## src/rtl/fbmc_pkg.sv

```systemverilog
// Package for the flash backdoor-key and margin-level command sequencer.
// Assumes a 32-bit APB slave at 250 MHz and a single clock domain.
package fbmc_pkg;
  // Register byte offsets on the APB bus.
  localparam logic [7:0] FBMC_OFF_CMD_INDEX = 8'h00;
  localparam logic [7:0] FBMC_OFF_CMD_WORD = 8'h04;
  localparam logic [7:0] FBMC_OFF_STATUS = 8'h08;
  localparam logic [7:0] FBMC_OFF_SECURITY = 8'h0C;
  localparam logic [7:0] FBMC_OFF_IRQ_STATUS = 8'h10;
  localparam logic [7:0] FBMC_OFF_IRQ_MASK = 8'h14;
  localparam logic [7:0] FBMC_OFF_MODE = 8'h18;
  localparam logic [7:0] FBMC_OFF_MARGIN = 8'h1C;
  localparam logic [7:0] FBMC_OFF_KEY_BASE = 8'h20;
  // Status register bit positions.
  localparam int FBMC_BIT_COMPLETE = 7;
  localparam int FBMC_BIT_ACCESS_ERROR_FLAG = 5;
  localparam int FBMC_BIT_PROT = 4;
  localparam int FBMC_BIT_VERIFY_ERR = 1;
  localparam int FBMC_BIT_UNCORR_ERR = 0;
  // Security register bit positions.
  localparam int FBMC_BIT_SECURED = 0;
  localparam int FBMC_BIT_LOCKOUT = 1;
  localparam int FBMC_BACKDOOR_KEY_ENABLE_LSB = 6;
  // Interrupt status bit positions.
  localparam int FBMC_IRQ_DONE = 0;
  localparam int FBMC_IRQ_ERR = 1;
  // Opcodes, indices and values.
  localparam logic [7:0] FBMC_OP_KEY_VERIFY = 8'h0C;
  localparam logic [7:0] FBMC_OP_USER_MARGIN = 8'h0D;
  localparam logic [7:0] FBMC_OP_FIELD_MARGIN = 8'h0E;
  localparam logic [2:0] FBMC_IDX_KEY_LAST = 3'h4;
  localparam logic [2:0] FBMC_IDX_MARGIN_LAST = 3'h1;
  localparam logic [1:0] FBMC_BACKDOOR_KEY_ENABLE_ON = 2'h2;
  localparam logic [15:0] FBMC_LVL_USER_MAX = 16'h0002;
  localparam logic [15:0] FBMC_LVL_FIELD_MAX = 16'h0004;
  localparam logic [22:0] FBMC_KEY_ADDR = 23'h7FFF00;
  localparam logic [2:0] FBMC_LVL_NORMAL = 3'h0;
  localparam logic [1:0] FBMC_BACKDOOR_KEY_ENABLE_RESET = 2'h2;
  localparam logic [63:0] FBMC_KEY_RESET = 64'h0123456789ABCDEF;
  // Sequencer states.
  typedef enum logic [3:0] {
    FBMC_IDLE = 4'b0001,
    FBMC_CHECK = 4'b0010,
    FBMC_COMPARE = 4'b0100,
    FBMC_FINISH = 4'b1000
  } fbmc_state_type;
  // Result of one command, passed to the finishing step.
  typedef struct packed {
    logic error;
    logic release_sec;
    logic lock;
    logic write_level;
  } fbmc_result_type;
endpackage

```

## src/rtl/fbmc_seq.sv

```systemverilog
// Command sequencer for key verify and user/field margin commands.
// Assumes an APB master at 250 MHz, one clock and asynchronous active-low reset.
`timescale 1ns/1ns
`default_nettype none
module fbmc_seq #(
  parameter int BLOCKS = 4,
  parameter logic [6:0] BLOCK_BASE = 7'h7C
) (
  input wire logic sys_clk,
  input wire logic reset_n,
  input wire logic psel,
  input wire logic penable,
  input wire logic pwrite,
  input wire logic [7:0] paddr,
  input wire logic [31:0] pwdata,
  output logic [31:0] prdata,
  output logic pready,
  output logic pslverr,
  output logic irq,
  output logic secured,
  output logic [2:0] read_level
);
  import fbmc_pkg::*;
  localparam int AW = (BLOCKS > 1) ? $clog2(BLOCKS) : 1;

  // Refuse block counts the 7-bit block field cannot address.
  initial
  begin
    if (BLOCKS < 1 || BLOCKS > 128 || 32'(BLOCK_BASE) + BLOCKS > 128)
    begin
      $error("fbmc_seq: BLOCKS/BLOCK_BASE out of range");
    end
  end

  fbmc_state_type state, next_state;
  logic [2:0] command_word_index, next_command_word_index;
  logic [15:0] command_word_array [5];
  logic [15:0] next_command_word_array [5];
  logic command_complete_flag, next_command_complete_flag;
  logic access_error_flag, next_access_error_flag;
  logic sec, next_sec;
  logic lockout, next_lockout;
  logic [1:0] backdoor_key_enable, next_backdoor_key_enable;
  logic [15:0] key_store [4];
  logic [15:0] next_key_store [4];
  logic special_mode, next_special_mode;
  logic [1:0] irq_status, next_irq_status;
  logic [1:0] irq_mask, next_irq_mask;
  logic [AW-1:0] read_sel, next_read_sel;
  fbmc_result_type result, next_result;
  logic [AW-1:0] target, next_target;
  logic [31:0] next_prdata;
  logic next_pslverr, next_irq, next_pready;
  logic setup, access, wr_en;
  logic [31:0] rd_word;
  logic addr_ok;
  logic [2:0] mem_rd_data;
  logic [6:0] blk_field;
  logic blk_ok;
  logic [15:0] level_word;

  assign setup = psel && !penable;
  assign access = psel && penable;
  assign blk_field = command_word_array[0][6:0];
  assign blk_ok = (blk_field >= BLOCK_BASE) && (32'(blk_field) < 32'(BLOCK_BASE) + BLOCKS);
  assign level_word = command_word_array[1];

  // Per-block margin level store.
  fbmc_level_mem #(
    .BLOCKS(BLOCKS),
    .AW(AW)
  ) u_level_mem (
    .sys_clk(sys_clk),
    .reset_n(reset_n),
    .wr_en(wr_en),
    .wr_addr(target),
    .wr_data(level_word[2:0]),
    .rd_addr(read_sel),
    .rd_data(mem_rd_data)
  );

  // Read decoder: the word shown at each address, and whether the address is mapped.
  always_comb
  begin
    rd_word = 32'h00000000;
    addr_ok = 1'b1;
    unique case (paddr)
      FBMC_OFF_CMD_INDEX: rd_word = {29'h0, command_word_index};
      FBMC_OFF_CMD_WORD: rd_word = (command_word_index <= FBMC_IDX_KEY_LAST) ?
        {16'h0, command_word_array[command_word_index]} : 32'h00000000;
      FBMC_OFF_STATUS:
      begin
        // Protection and verify-failure bits are never raised by these commands.
        rd_word[FBMC_BIT_COMPLETE] = command_complete_flag;
        rd_word[FBMC_BIT_ACCESS_ERROR_FLAG] = access_error_flag;
      end
      FBMC_OFF_SECURITY:
      begin
        rd_word[FBMC_BIT_SECURED] = sec;
        rd_word[FBMC_BIT_LOCKOUT] = lockout;
        rd_word[FBMC_BACKDOOR_KEY_ENABLE_LSB +: 2] = backdoor_key_enable;
      end
      FBMC_OFF_IRQ_STATUS: rd_word = {30'h0, irq_status};
      FBMC_OFF_IRQ_MASK: rd_word = {30'h0, irq_mask};
      FBMC_OFF_MODE: rd_word = {31'h0, special_mode};
      FBMC_OFF_MARGIN: rd_word = {13'h0, mem_rd_data, 16'h0 | 16'(read_sel)};
      FBMC_OFF_KEY_BASE, FBMC_OFF_KEY_BASE + 8'h04, FBMC_OFF_KEY_BASE + 8'h08,
      FBMC_OFF_KEY_BASE + 8'h0C: rd_word = {16'h0, key_store[paddr[3:2]]};
      default: addr_ok = 1'b0;
    endcase
  end

  // Bus slave, register writes, command checking and completion.
  always_comb
  begin
    next_state = state;
    next_command_word_index = command_word_index;
    next_command_word_array = command_word_array;
    next_command_complete_flag = command_complete_flag;
    next_access_error_flag = access_error_flag;
    next_sec = sec;
    next_lockout = lockout;
    next_backdoor_key_enable = backdoor_key_enable;
    next_key_store = key_store;
    next_special_mode = special_mode;
    next_irq_mask = irq_mask;
    next_irq_status = irq_status;
    next_read_sel = read_sel;
    next_result = result;
    next_target = target;
    next_prdata = prdata;
    next_pslverr = 1'b0;
    next_pready = setup;
    wr_en = 1'b0;
    // Read data and the error answer are registered in the setup cycle, so both
    // stand at the access edge beside pready.
    if (setup)
    begin
      next_pslverr = !addr_ok;
      if (!pwrite)
      begin
        next_prdata = rd_word;
      end
    end
    // A read of the interrupt status clears only the bits that it showed, so an
    // event that lands during the transfer is not lost.
    if (access && !pwrite && paddr == FBMC_OFF_IRQ_STATUS)
    begin
      next_irq_status = irq_status & ~prdata[1:0];
    end
    // Register writes; command registers are frozen while a command runs.
    if (access && pwrite)
    begin
      unique case (paddr)
        FBMC_OFF_CMD_INDEX:
          if (command_complete_flag) next_command_word_index = pwdata[2:0];
        FBMC_OFF_CMD_WORD:
          if (command_complete_flag && command_word_index <= FBMC_IDX_KEY_LAST)
            next_command_word_array[command_word_index] = pwdata[15:0];
        FBMC_OFF_STATUS:
        begin
          if (pwdata[FBMC_BIT_ACCESS_ERROR_FLAG]) next_access_error_flag = 1'b0;
          // Writing one to the complete flag clears it and launches, unless the access error flag is still set.
          if (pwdata[FBMC_BIT_COMPLETE] && command_complete_flag && !access_error_flag)
          begin
            next_command_complete_flag = 1'b0;
            next_state = FBMC_CHECK;
          end
        end
        FBMC_OFF_SECURITY: next_backdoor_key_enable = pwdata[FBMC_BACKDOOR_KEY_ENABLE_LSB +: 2];
        FBMC_OFF_IRQ_STATUS: ;
        FBMC_OFF_IRQ_MASK: next_irq_mask = pwdata[1:0];
        FBMC_OFF_MODE: next_special_mode = pwdata[0];
        FBMC_OFF_MARGIN: next_read_sel = pwdata[AW-1:0];
        FBMC_OFF_KEY_BASE, FBMC_OFF_KEY_BASE + 8'h04, FBMC_OFF_KEY_BASE + 8'h08,
        FBMC_OFF_KEY_BASE + 8'h0C: next_key_store[paddr[3:2]] = pwdata[15:0];
        default: ;
      endcase
    end
    // Sequencer.
    unique case (state)
      FBMC_IDLE: ;
      FBMC_CHECK:
      begin
        next_result = '0;
        next_target = AW'(blk_field - BLOCK_BASE);
        next_state = FBMC_FINISH;
        unique case (command_word_array[0][15:8])
          FBMC_OP_KEY_VERIFY:
          begin
            if (command_word_index != FBMC_IDX_KEY_LAST) next_result.error = 1'b1;
            else if (backdoor_key_enable != FBMC_BACKDOOR_KEY_ENABLE_ON) next_result.error = 1'b1;
            else if (lockout) next_result.error = 1'b1;
            else next_state = FBMC_COMPARE;
          end
          FBMC_OP_USER_MARGIN:
          begin
            if (command_word_index != FBMC_IDX_MARGIN_LAST || !blk_ok ||
                level_word > FBMC_LVL_USER_MAX) next_result.error = 1'b1;
            else next_result.write_level = 1'b1;
          end
          FBMC_OP_FIELD_MARGIN:
          begin
            if (command_word_index != FBMC_IDX_MARGIN_LAST || !special_mode || !blk_ok ||
                level_word > FBMC_LVL_FIELD_MAX) next_result.error = 1'b1;
            else next_result.write_level = 1'b1;
          end
          default: next_result.error = 1'b1;
        endcase
      end
      FBMC_COMPARE:
      begin
        next_state = FBMC_FINISH;
        // Key n pairs with the stored word n above the key address.
        if (command_word_array[1] == key_store[0] && command_word_array[2] == key_store[1] &&
            command_word_array[3] == key_store[2] && command_word_array[4] == key_store[3])
          next_result.release_sec = 1'b1;
        else
        begin
          next_result.error = 1'b1;
          next_result.lock = 1'b1;
        end
      end
      FBMC_FINISH:
      begin
        wr_en = result.write_level;
        if (result.release_sec) next_sec = 1'b0;
        if (result.lock) next_lockout = 1'b1;
        if (result.error) next_access_error_flag = 1'b1;
        next_command_complete_flag = 1'b1;
        next_irq_status[FBMC_IRQ_DONE] = 1'b1;
        if (result.error) next_irq_status[FBMC_IRQ_ERR] = 1'b1;
        next_state = FBMC_IDLE;
      end
      default: next_state = FBMC_IDLE;
    endcase
    next_irq = |(next_irq_status & irq_mask);
  end

  // State registers.
  always_ff @(posedge sys_clk or negedge reset_n)
  begin
    if (!reset_n)
    begin
      state <= FBMC_IDLE;
      command_word_index <= 3'h0;
      for (int i = 0; i < 5; i++) command_word_array[i] <= 16'h0000;
      for (int i = 0; i < 4; i++) key_store[i] <= FBMC_KEY_RESET[16*i +: 16];
      command_complete_flag <= 1'b1;
      access_error_flag <= 1'b0;
      sec <= 1'b1;
      lockout <= 1'b0;
      backdoor_key_enable <= FBMC_BACKDOOR_KEY_ENABLE_RESET;
      special_mode <= 1'b0;
      irq_status <= 2'h0;
      irq_mask <= 2'h0;
      read_sel <= '0;
      result <= '0;
      target <= '0;
      prdata <= 32'h00000000;
      pslverr <= 1'b0;
      irq <= 1'b0;
    end
    else
    begin
      state <= next_state;
      command_word_index <= next_command_word_index;
      command_word_array <= next_command_word_array;
      key_store <= next_key_store;
      command_complete_flag <= next_command_complete_flag;
      access_error_flag <= next_access_error_flag;
      sec <= next_sec;
      lockout <= next_lockout;
      backdoor_key_enable <= next_backdoor_key_enable;
      special_mode <= next_special_mode;
      irq_status <= next_irq_status;
      irq_mask <= next_irq_mask;
      read_sel <= next_read_sel;
      result <= next_result;
      target <= next_target;
      prdata <= next_prdata;
      pslverr <= next_pslverr;
      irq <= next_irq;
    end
  end

  // Ready is registered from the setup cycle, so every access completes with no wait cycle.
  always_ff @(posedge sys_clk or negedge reset_n)
  begin
    if (!reset_n)
    begin
      pready <= 1'b0;
      secured <= 1'b1;
      read_level <= FBMC_LVL_NORMAL;
    end
    else
    begin
      pready <= next_pready;
      secured <= next_sec;
      read_level <= mem_rd_data;
    end
  end
endmodule // fbmc_seq
`default_nettype wire

```

## src/rtl/fbmc_level_mem.sv

```systemverilog
// Small memory holding one margin level per flash block.
// Assumes one clock; the read data come out of a register.
`timescale 1ns/1ns
`default_nettype none
module fbmc_level_mem #(
  parameter int BLOCKS = 4,
  parameter int AW = 2
) (
  input wire logic sys_clk,
  input wire logic reset_n,
  input wire logic wr_en,
  input wire logic [AW-1:0] wr_addr,
  input wire logic [2:0] wr_data,
  input wire logic [AW-1:0] rd_addr,
  output logic [2:0] rd_data
);
  import fbmc_pkg::*;
  logic [2:0] level [BLOCKS];
  logic [2:0] next_level [BLOCKS];
  logic [2:0] next_rd_data;

  // Reject an address width too narrow for the block count.
  initial
  begin
    if (BLOCKS > (1 << AW) || BLOCKS < 1)
    begin
      $error("fbmc_level_mem: BLOCKS does not fit AW");
    end
  end

  // Next levels and registered read port.
  always_comb
  begin
    next_level = level;
    if (wr_en)
    begin
      next_level[wr_addr] = wr_data;
    end
    next_rd_data = (32'(rd_addr) < BLOCKS) ? level[rd_addr] : FBMC_LVL_NORMAL;
  end

  // Levels return to normal reads on reset.
  always_ff @(posedge sys_clk or negedge reset_n)
  begin
    if (!reset_n)
    begin
      for (int i = 0; i < BLOCKS; i++)
      begin
        level[i] <= FBMC_LVL_NORMAL;
      end
      rd_data <= FBMC_LVL_NORMAL;
    end
    else
    begin
      level <= next_level;
      rd_data <= next_rd_data;
    end
  end
endmodule // fbmc_level_mem
`default_nettype wire

```

## config.mk

```make
export PLATFORM = sky130hd
export DESIGN_NAME = fbmc_seq
export DESIGN_NICKNAME = d
export VERILOG_FILES = /design/src/rtl/fbmc_pkg.sv /design/src/rtl/fbmc_seq.sv /design/src/rtl/fbmc_level_mem.sv
export SDC_FILE = /design/constraint.sdc
export NUM_CORES = 1
export LEC_CHECK = 0
export BUFFER_PORTS_ARGS = -buffer_cell sky130_fd_sc_hd__buf_2
export CAP_MARGIN = 20
export CORE_ASPECT_RATIO = 2
export CORE_MARGIN = 2
export CORE_UTILIZATION = 25
export CTS_CLUSTER_DIAMETER = 150
export CTS_CLUSTER_SIZE = 28
export DETAILED_ROUTE_END_ITERATION = 16
export SETUP_SLACK_MARGIN = 0.3
export SYNTH_ARGS = -nofsm -noshare
export SYNTH_HDL_FRONTEND = slang
export SYNTH_SLANG_ARGS = --single-unit
```

## constraint.sdc

```tcl
create_clock -name sys_clk -period 5.89 [get_ports sys_clk]
set_input_delay 0.2945 -clock sys_clk [delete_from_list [all_inputs] [get_ports sys_clk]]
set_output_delay 0.2945 -clock sys_clk [all_outputs]
set_load 0.05 [all_outputs]
```

==> flow_summary_export.csv, run 1 <==
group,metric,value,unit
outcome,status,"finished, final reports clean",
timing,rsz0062_at_grt,"no",
critical_path,slowest_stage,"dfrtp_1",
timing,fmax,339,MHz
clock_tree,postCtsSetupRepairBufs,0,
route,first_pass_iters,4,
finish,drive_gt1_frac,0.414,
finish,fin_nets,843,
route,wl_per_cell,23.6,um
logic_synthesis,synth_ff_type,"dfrtp_1",
hold_path,hold_path_class,"in -> reg",
critical_path,rr_worst_depth,5,
grt,antenna_found_initial,3,
route,postRouteAntennaNets,0,
job,cap_violations,0,
place,hpwlAfterDp,22900,um
finish,area_growth_syn_to_layout,11.6,%
logic_synthesis,synth_warnings,0,
grt,grt_pass1_wl,46500,um
critical_path,crit_arrival,3320,ps
critical_path,worstPathCellList,"buf_4 -> nor3b_4 -> buf_4 -> nand3_2 -> mux2_2",
pwr,ir_drop,134,uV
logic_synthesis,synth.distinct_cells,53,
floorplanning,io_pins,84,
finish,mostFrequentLayoutCells,"dfrtp_1 (174), mux2_2 (157), xor2_1 (65), buf_2 (53), nor2_1 (42)",
clock_tree,cts_tree,"built",
critical_path,cp.required,6260,ps
timing,timing.hold.ws,25.1,ps
floorplanning,die_w,147,um
timing,finalClockSkew,21.1,ps
timing,slew-limit-headroom,0.215,
pwr,p_total,2.56,mW
route,dr.first_iter.drc_count,357,
timing,slew_viol_final,0,
route,vias_per_cell,4.87,
grt,grt_pass1_vias,7116,
floorplanning,die_h,290,um
pwr,p_leak,5.63,nW
floorplanning,core,40300,um2
grt,grt_overflow,0,
floorplanning,rows,104,
finish,layout_commonest_cell,"dfrtp_1",
clock_tree,numCtsBuffers,11,
logic_synthesis,syn_area,10200,um2
clock_tree,root_buffer,"clkbuf_16",
clock_tree,cts_max_level,1,
place,gp_congestion,0.890,
critical_path,crit_top_cell,"buf_4",
timing,min_period,2950,ps
grt,grt_max_degree,119,
critical_path,critPathMaxFanout,16,
critical_path,startpoint,"command_word_index[0]$_DFFE_PN0P_",
timing,hold_viol,0,
route,vias,6499,
logic_synthesis,avgSynthCellArea,13.5,um2
logic_synthesis,synth_simple_gate_area_frac,0.0867,
hold_path,min_from,"penable",
grt,grt_util_all_layers,0.147,
logic_synthesis,synth-seq-area-share,0.517,
timing,worst_pin_slew,1170,ps
logic_synthesis,synth.area.mux_share,0.266,
critical_path,cp-start-kind,"flop",
timing,period_share,0.501,
timing,setup_viol,0,
logic_synthesis,synth_fa_ha_area_frac,0,
place,io_buffers,54,
clock_tree,clk_pin_slew,120,ps
finish,final_util,0.283,
logic_synthesis,synth_compound_area_frac,0.0457,
critical_path,cp_slowest_stage_delay,580,ps
clock_tree,cts.sink_count,210,
logic_synthesis,synth_edf_count,0,
timing,final.setup.tns,0,ps
logic_synthesis,ys_ff_latch,210,
logic_synthesis,synth_top_family_by_area,"multiplexers",
clock_tree,ctsResizeCount,0,
logic_synthesis,async_flop_share,1.00,
logic_synthesis,syn_inst,757,
critical_path,r2r_start,"command_word_index[0]$_DFFE_PN0P_",
clock_tree,clock_latency,490,ps
floorplanning,initial_core_util,0.254,
hold_path,worstHoldPathCells,2,
route,drcViolationCount,0,
floorplanning,die_area,42700,um2
pwr,power_density,224,nW/um2
logic_synthesis,synth_xor_area_frac,0.0556,
clock_tree,clk_path_buf_depth,3,
clock_tree,holdBufCountCts,1,
route,wl,31400,um
critical_path,critPathKind,"reg -> reg",
critical_path,crit_path_end_kind,"flop",
==> report_power, final <==
part	internal [mW]	switching [mW]	leakage, nW	total, mW
Clock	0.360	0.491	0.149	0.852
Combinational	0.0532	0.176	2.71	0.229
Sequential	1.47	0.0154	2.77	1.48
==> synthesized netlist by cell type, types with 13 or more instances <==
cell      instances  share of area
a22o_1           18          0.015
nor2_1           42          0.015
mux2_2          157           0.17
mux4_2           35          0.077
buf_4            13         0.0095
dfrtp_1         174           0.43
xor2_1           65          0.056
nor4_1           21          0.013
clkbuf_1         25         0.0092
nand2_1          31          0.011
dfstp_2          36          0.092
==> worst max-delay path: cells and delay by family, from the launching register on <==
family,cells,cell delay (ps)
simple gates,2,1030
mux,1,500
buf+inv,2,680
flops,1,580
==> area by class of cell <==
class                           instances  area (um2)
Tap cell                              530         663
Multi-Input combinational cell        502        4720
Antenna cell                            2        5.00
Timing Repair Buffer                   70         423
Clock buffer                           16         294
Sequential cell                       210        5300
Clock inverter                          1        16.3
Fill cell                            4137       28900
Inverter                                3        11.3
==> path summary, 6_finish.rpt <==
kind / end / slack [ps]
setup / recovery: command_word_array[9]$_DFFE_PN0P_ / 2940
hold / removal: pready$_DFF_PN0_ / 30
setup reg to reg: command_word_array[9]$_DFFE_PN0P_ / 2940
hold reg to reg: read_level[1]$_DFF_PN0_ / 390
max in group asynchronous: key_store[9]$_DFFE_PN0P_ / 4130
min in group asynchronous: prdata[6]$_DFFE_PN0P_ / 420
==> routing by layer <==
metal	global-route usage	part of all wire	vias to the layer above
met3	0.0204	0.039	86
met5	0	0.00060	-
li1	-	-	2850
met2	0.275	0.55	185
met1	0.140	0.32	3374
met4	0.119	0.085	4
==> state kept, by name, indices dropped and copies added (netlist names), 4 cells and up <==
signal              cells
blk_field               7
command_word_array     57
key_store              64
level_word             16
prdata                 19
result                  4
state                   4
u_level_mem.level      12
==> metrics by stage <==
step                      cells  cell area, um2  setup slack (ps)
after floorplan             769           10300              3470
after global placement     1313           11100              2830
after detailed placement   1314           11100              2790
after CTS                  1332           11400              2960
after global routing       1333           11400              2860
final                      1334           11400              2940
==> cell families after synthesis <==
family | count (synthesis)
compound gates | 60
xor+xnor | 65
flops | 210
simple gates | 160
buf+inv | 57
mux | 204
other cells | 1
(Power assumes the default switching activity.)
==> run 2, diff against run 1 <==
==> constraint.sdc (replaced) <==
create_clock -name sys_clk -period 2.4 [get_ports sys_clk]
set_input_delay 0.12 -clock sys_clk [delete_from_list [all_inputs] [get_ports sys_clk]]
set_output_delay 0.12 -clock sys_clk [all_outputs]
set_load 0.05 [all_outputs]
==> run 2 against run 1 <==
  * Clock-buffer cell count did not move
  * Utilization increased by 1.7 points
  * Critical path depth is 3 higher
  * Critical endpoint is now backdoor_key_enable[0]$_DFFE_PN0P_
==> flow_summary_export.csv, run 2 (synthesis gave the netlist of run 1 again) <==
group,metric,value,unit
timing,rsz0062_at_grt,"yes",
pwr,p_total,6.35,mW
route,vias_per_cell,4.87,
floorplanning,rows,104,
critical_path,slowest_stage,"or4_4",
clock_tree,numCtsBuffers,11,
timing,period_share,0.852,
hold_path,min_from,"pwdata[3]",
finish,regMostFlops,"key_store",
job,cap_violations,0,
route,wl_per_cell,23.3,um
place,io_buffers,54,
finish,drive_gt1_frac,0.455,
critical_path,crit_path_end_kind,"flop",
timing,hold_viol,0,
critical_path,cp_slowest_stage_delay,580,ps
floorplanning,core,40300,um2
grt,grt_max_degree,78,
route,dr.first_iter.drc_count,385,
finish,area_growth_syn_to_layout,18.4,%
clock_tree,clock_latency,490,ps
pwr,power_density,524,nW/um2
floorplanning,die_w,147,um
finish,mostFrequentLayoutCells,"dfrtp_1 (173), mux2_2 (157), xor2_1 (65), buf_2 (53), buf_4 (48)",
critical_path,cp.required,2780,ps
clock_tree,clk_path_buf_depth,3,
critical_path,worst-path-buf-inv,3,
critical_path,r2r_slack,380,ps
clock_tree,cts_max_level,1,
pwr,p_leak,6.02,nW
route,wl,32400,um
grt,grt_pass1_wl,48100,um
critical_path,crit_arrival,2420,ps
critical_path,r2r_start,"key_store[51]$_DFFE_PN1P_",
finish,largest_register_ff_count,64,
timing,min_period,2040,ps
grt,grt_util_all_layers,0.152,
pwr,ir_drop,346,uV
hold_path,worstHoldPathCells,2,
finish,final_util,0.301,
finish,fillCellCount,4117,
timing,fmax,489,MHz
clock_tree,cts_tree,"built",
floorplanning,die_area,42700,um2
timing,finalClockSkew,20.0,ps
finish,layout_commonest_cell,"dfrtp_1",
critical_path,r2r-end,"result[3]$_DFFE_PN0P_",
timing,slew_viol_final,0,
route,first_pass_iters,4,
critical_path,worstPathCellList,"buf_2 -> or4_4 -> or3_1 -> buf_4 -> nor2_1 -> buf_4 -> nand2_1 -> mux2_2",
critical_path,path_delay_family,"simple AND/OR/NAND/NOR gates",
grt,grt_pass1_vias,7206,
timing,worst_pin_slew,637,ps
clock_tree,root_buffer,"clkbuf_16",
floorplanning,io_pins,84,
outcome,status,"finished, final reports clean",
route,vias,6771,
hold_path,hold_path_class,"in -> reg",
place,hpwlAfterDp,24200,um
critical_path,cp-start-kind,"input pin",
place,gp_congestion,0.884,
finish,top_regs,"key_store (64), command_word_array (57), prdata (19)",
timing,setup_viol,0,
route,drcViolationCount,0,
floorplanning,initial_core_util,0.254,
critical_path,crit_top_cell,"buf_4",
critical_path,critPathMaxFanout,5,
hold_path,holdPathEnd,"level_word[3]$_DFFE_PN0P_",
clock_tree,cts.sink_count,210,
timing,slew-limit-headroom,0.575,
critical_path,rr_worst_depth,6,
grt,antenna_found_initial,1,
floorplanning,die_h,290,um
route,postRouteAntennaNets,0,
critical_path,critPathKind,"in -> reg",
grt,grt_overflow,0,
finish,fin_nets,899,
clock_tree,clk_pin_slew,110,ps
## run 2: report_power, final
group,total [mW],switching [mW],internal (mW)
sequential,3.64,0.0396,3.60
combinational,0.624,0.446,0.177
clock,2.09,1.20,0.884
## run 2: what timing repair did
action | CTS | global route
hold endpoints to repair | 107 | 0
gates cloned | 0 | 0
gates resized for setup | 4 | 10
setup endpoints to repair | 7 | 7
pin swaps | 0 | 2
buffers inserted | 0 | 4
hold buffers | 10 | 0
## run 2: cell type report
class | instances | area [um2] | share of cell area
inverters | 3 | 11.3 | 0.000929
well taps | 530 | 663 | 0.0547
flip-flops and latches | 210 | 5300 | 0.437
multi-input cells | 502 | 4820 | 0.397
repair buffers | 126 | 1020 | 0.0842
clock buffers | 16 | 294 | 0.0242
clock inverters | 1 | 16.3 | 0.00134
diodes | 1 | 2.50 | 0.000206
## run 2: worst max path at each step
| stage | from | endpoint | cells after the start |
|---|---|---|---|
| 2_1_floorplan | paddr[7] | level_word[10]$_DFFE_PN0P_ | 7 |
| 3_3_place_gp | paddr[7] | backdoor_key_enable[0]$_DFFE_PN0P_ | 8 |
| 3_5_place_dp | paddr[7] | backdoor_key_enable[0]$_DFFE_PN0P_ | 8 |
| 4_1_cts | command_word_index[2]$_DFFE_PN0P_ | prdata[2]$_DFFE_PN0P_ | 6 |
| 5_1_grt | command_word_index[0]$_DFFE_PN0P_ | prdata[1]$_DFFE_PN0P_ | 7 |
| 6_report | paddr[7] | backdoor_key_enable[0]$_DFFE_PN0P_ | 8 |
## run 2: layer usage
metal | wire [um] | vias to the layer above | GRT usage
met5 | 0 | - | 0
met4 | 2830 | 0 | 0.110
met3 | 878 | 89 | 0.0151
met2 | 18100 | 180 | 0.292
met1 | 10600 | 3562 | 0.148
li1 | - | 2940 | -
## run 2: through the flow
stage | instances | TNS [ps] | hold WS, ps | setup WS, ps | area [um2]
after floorplan | 769 | 0 | -176 | 269 | 10300
after global placement | 1357 | -206 | 146 | -94.9 | 11600
after detailed placement | 1357 | -225 | 160 | -100 | 11600
after CTS | 1384 | 0 | 1.58 | 202 | 12000
after global routing | 1389 | 0 | 24.6 | 275 | 12100
final | 1389 | 0 | 13.3 | 356 | 12100
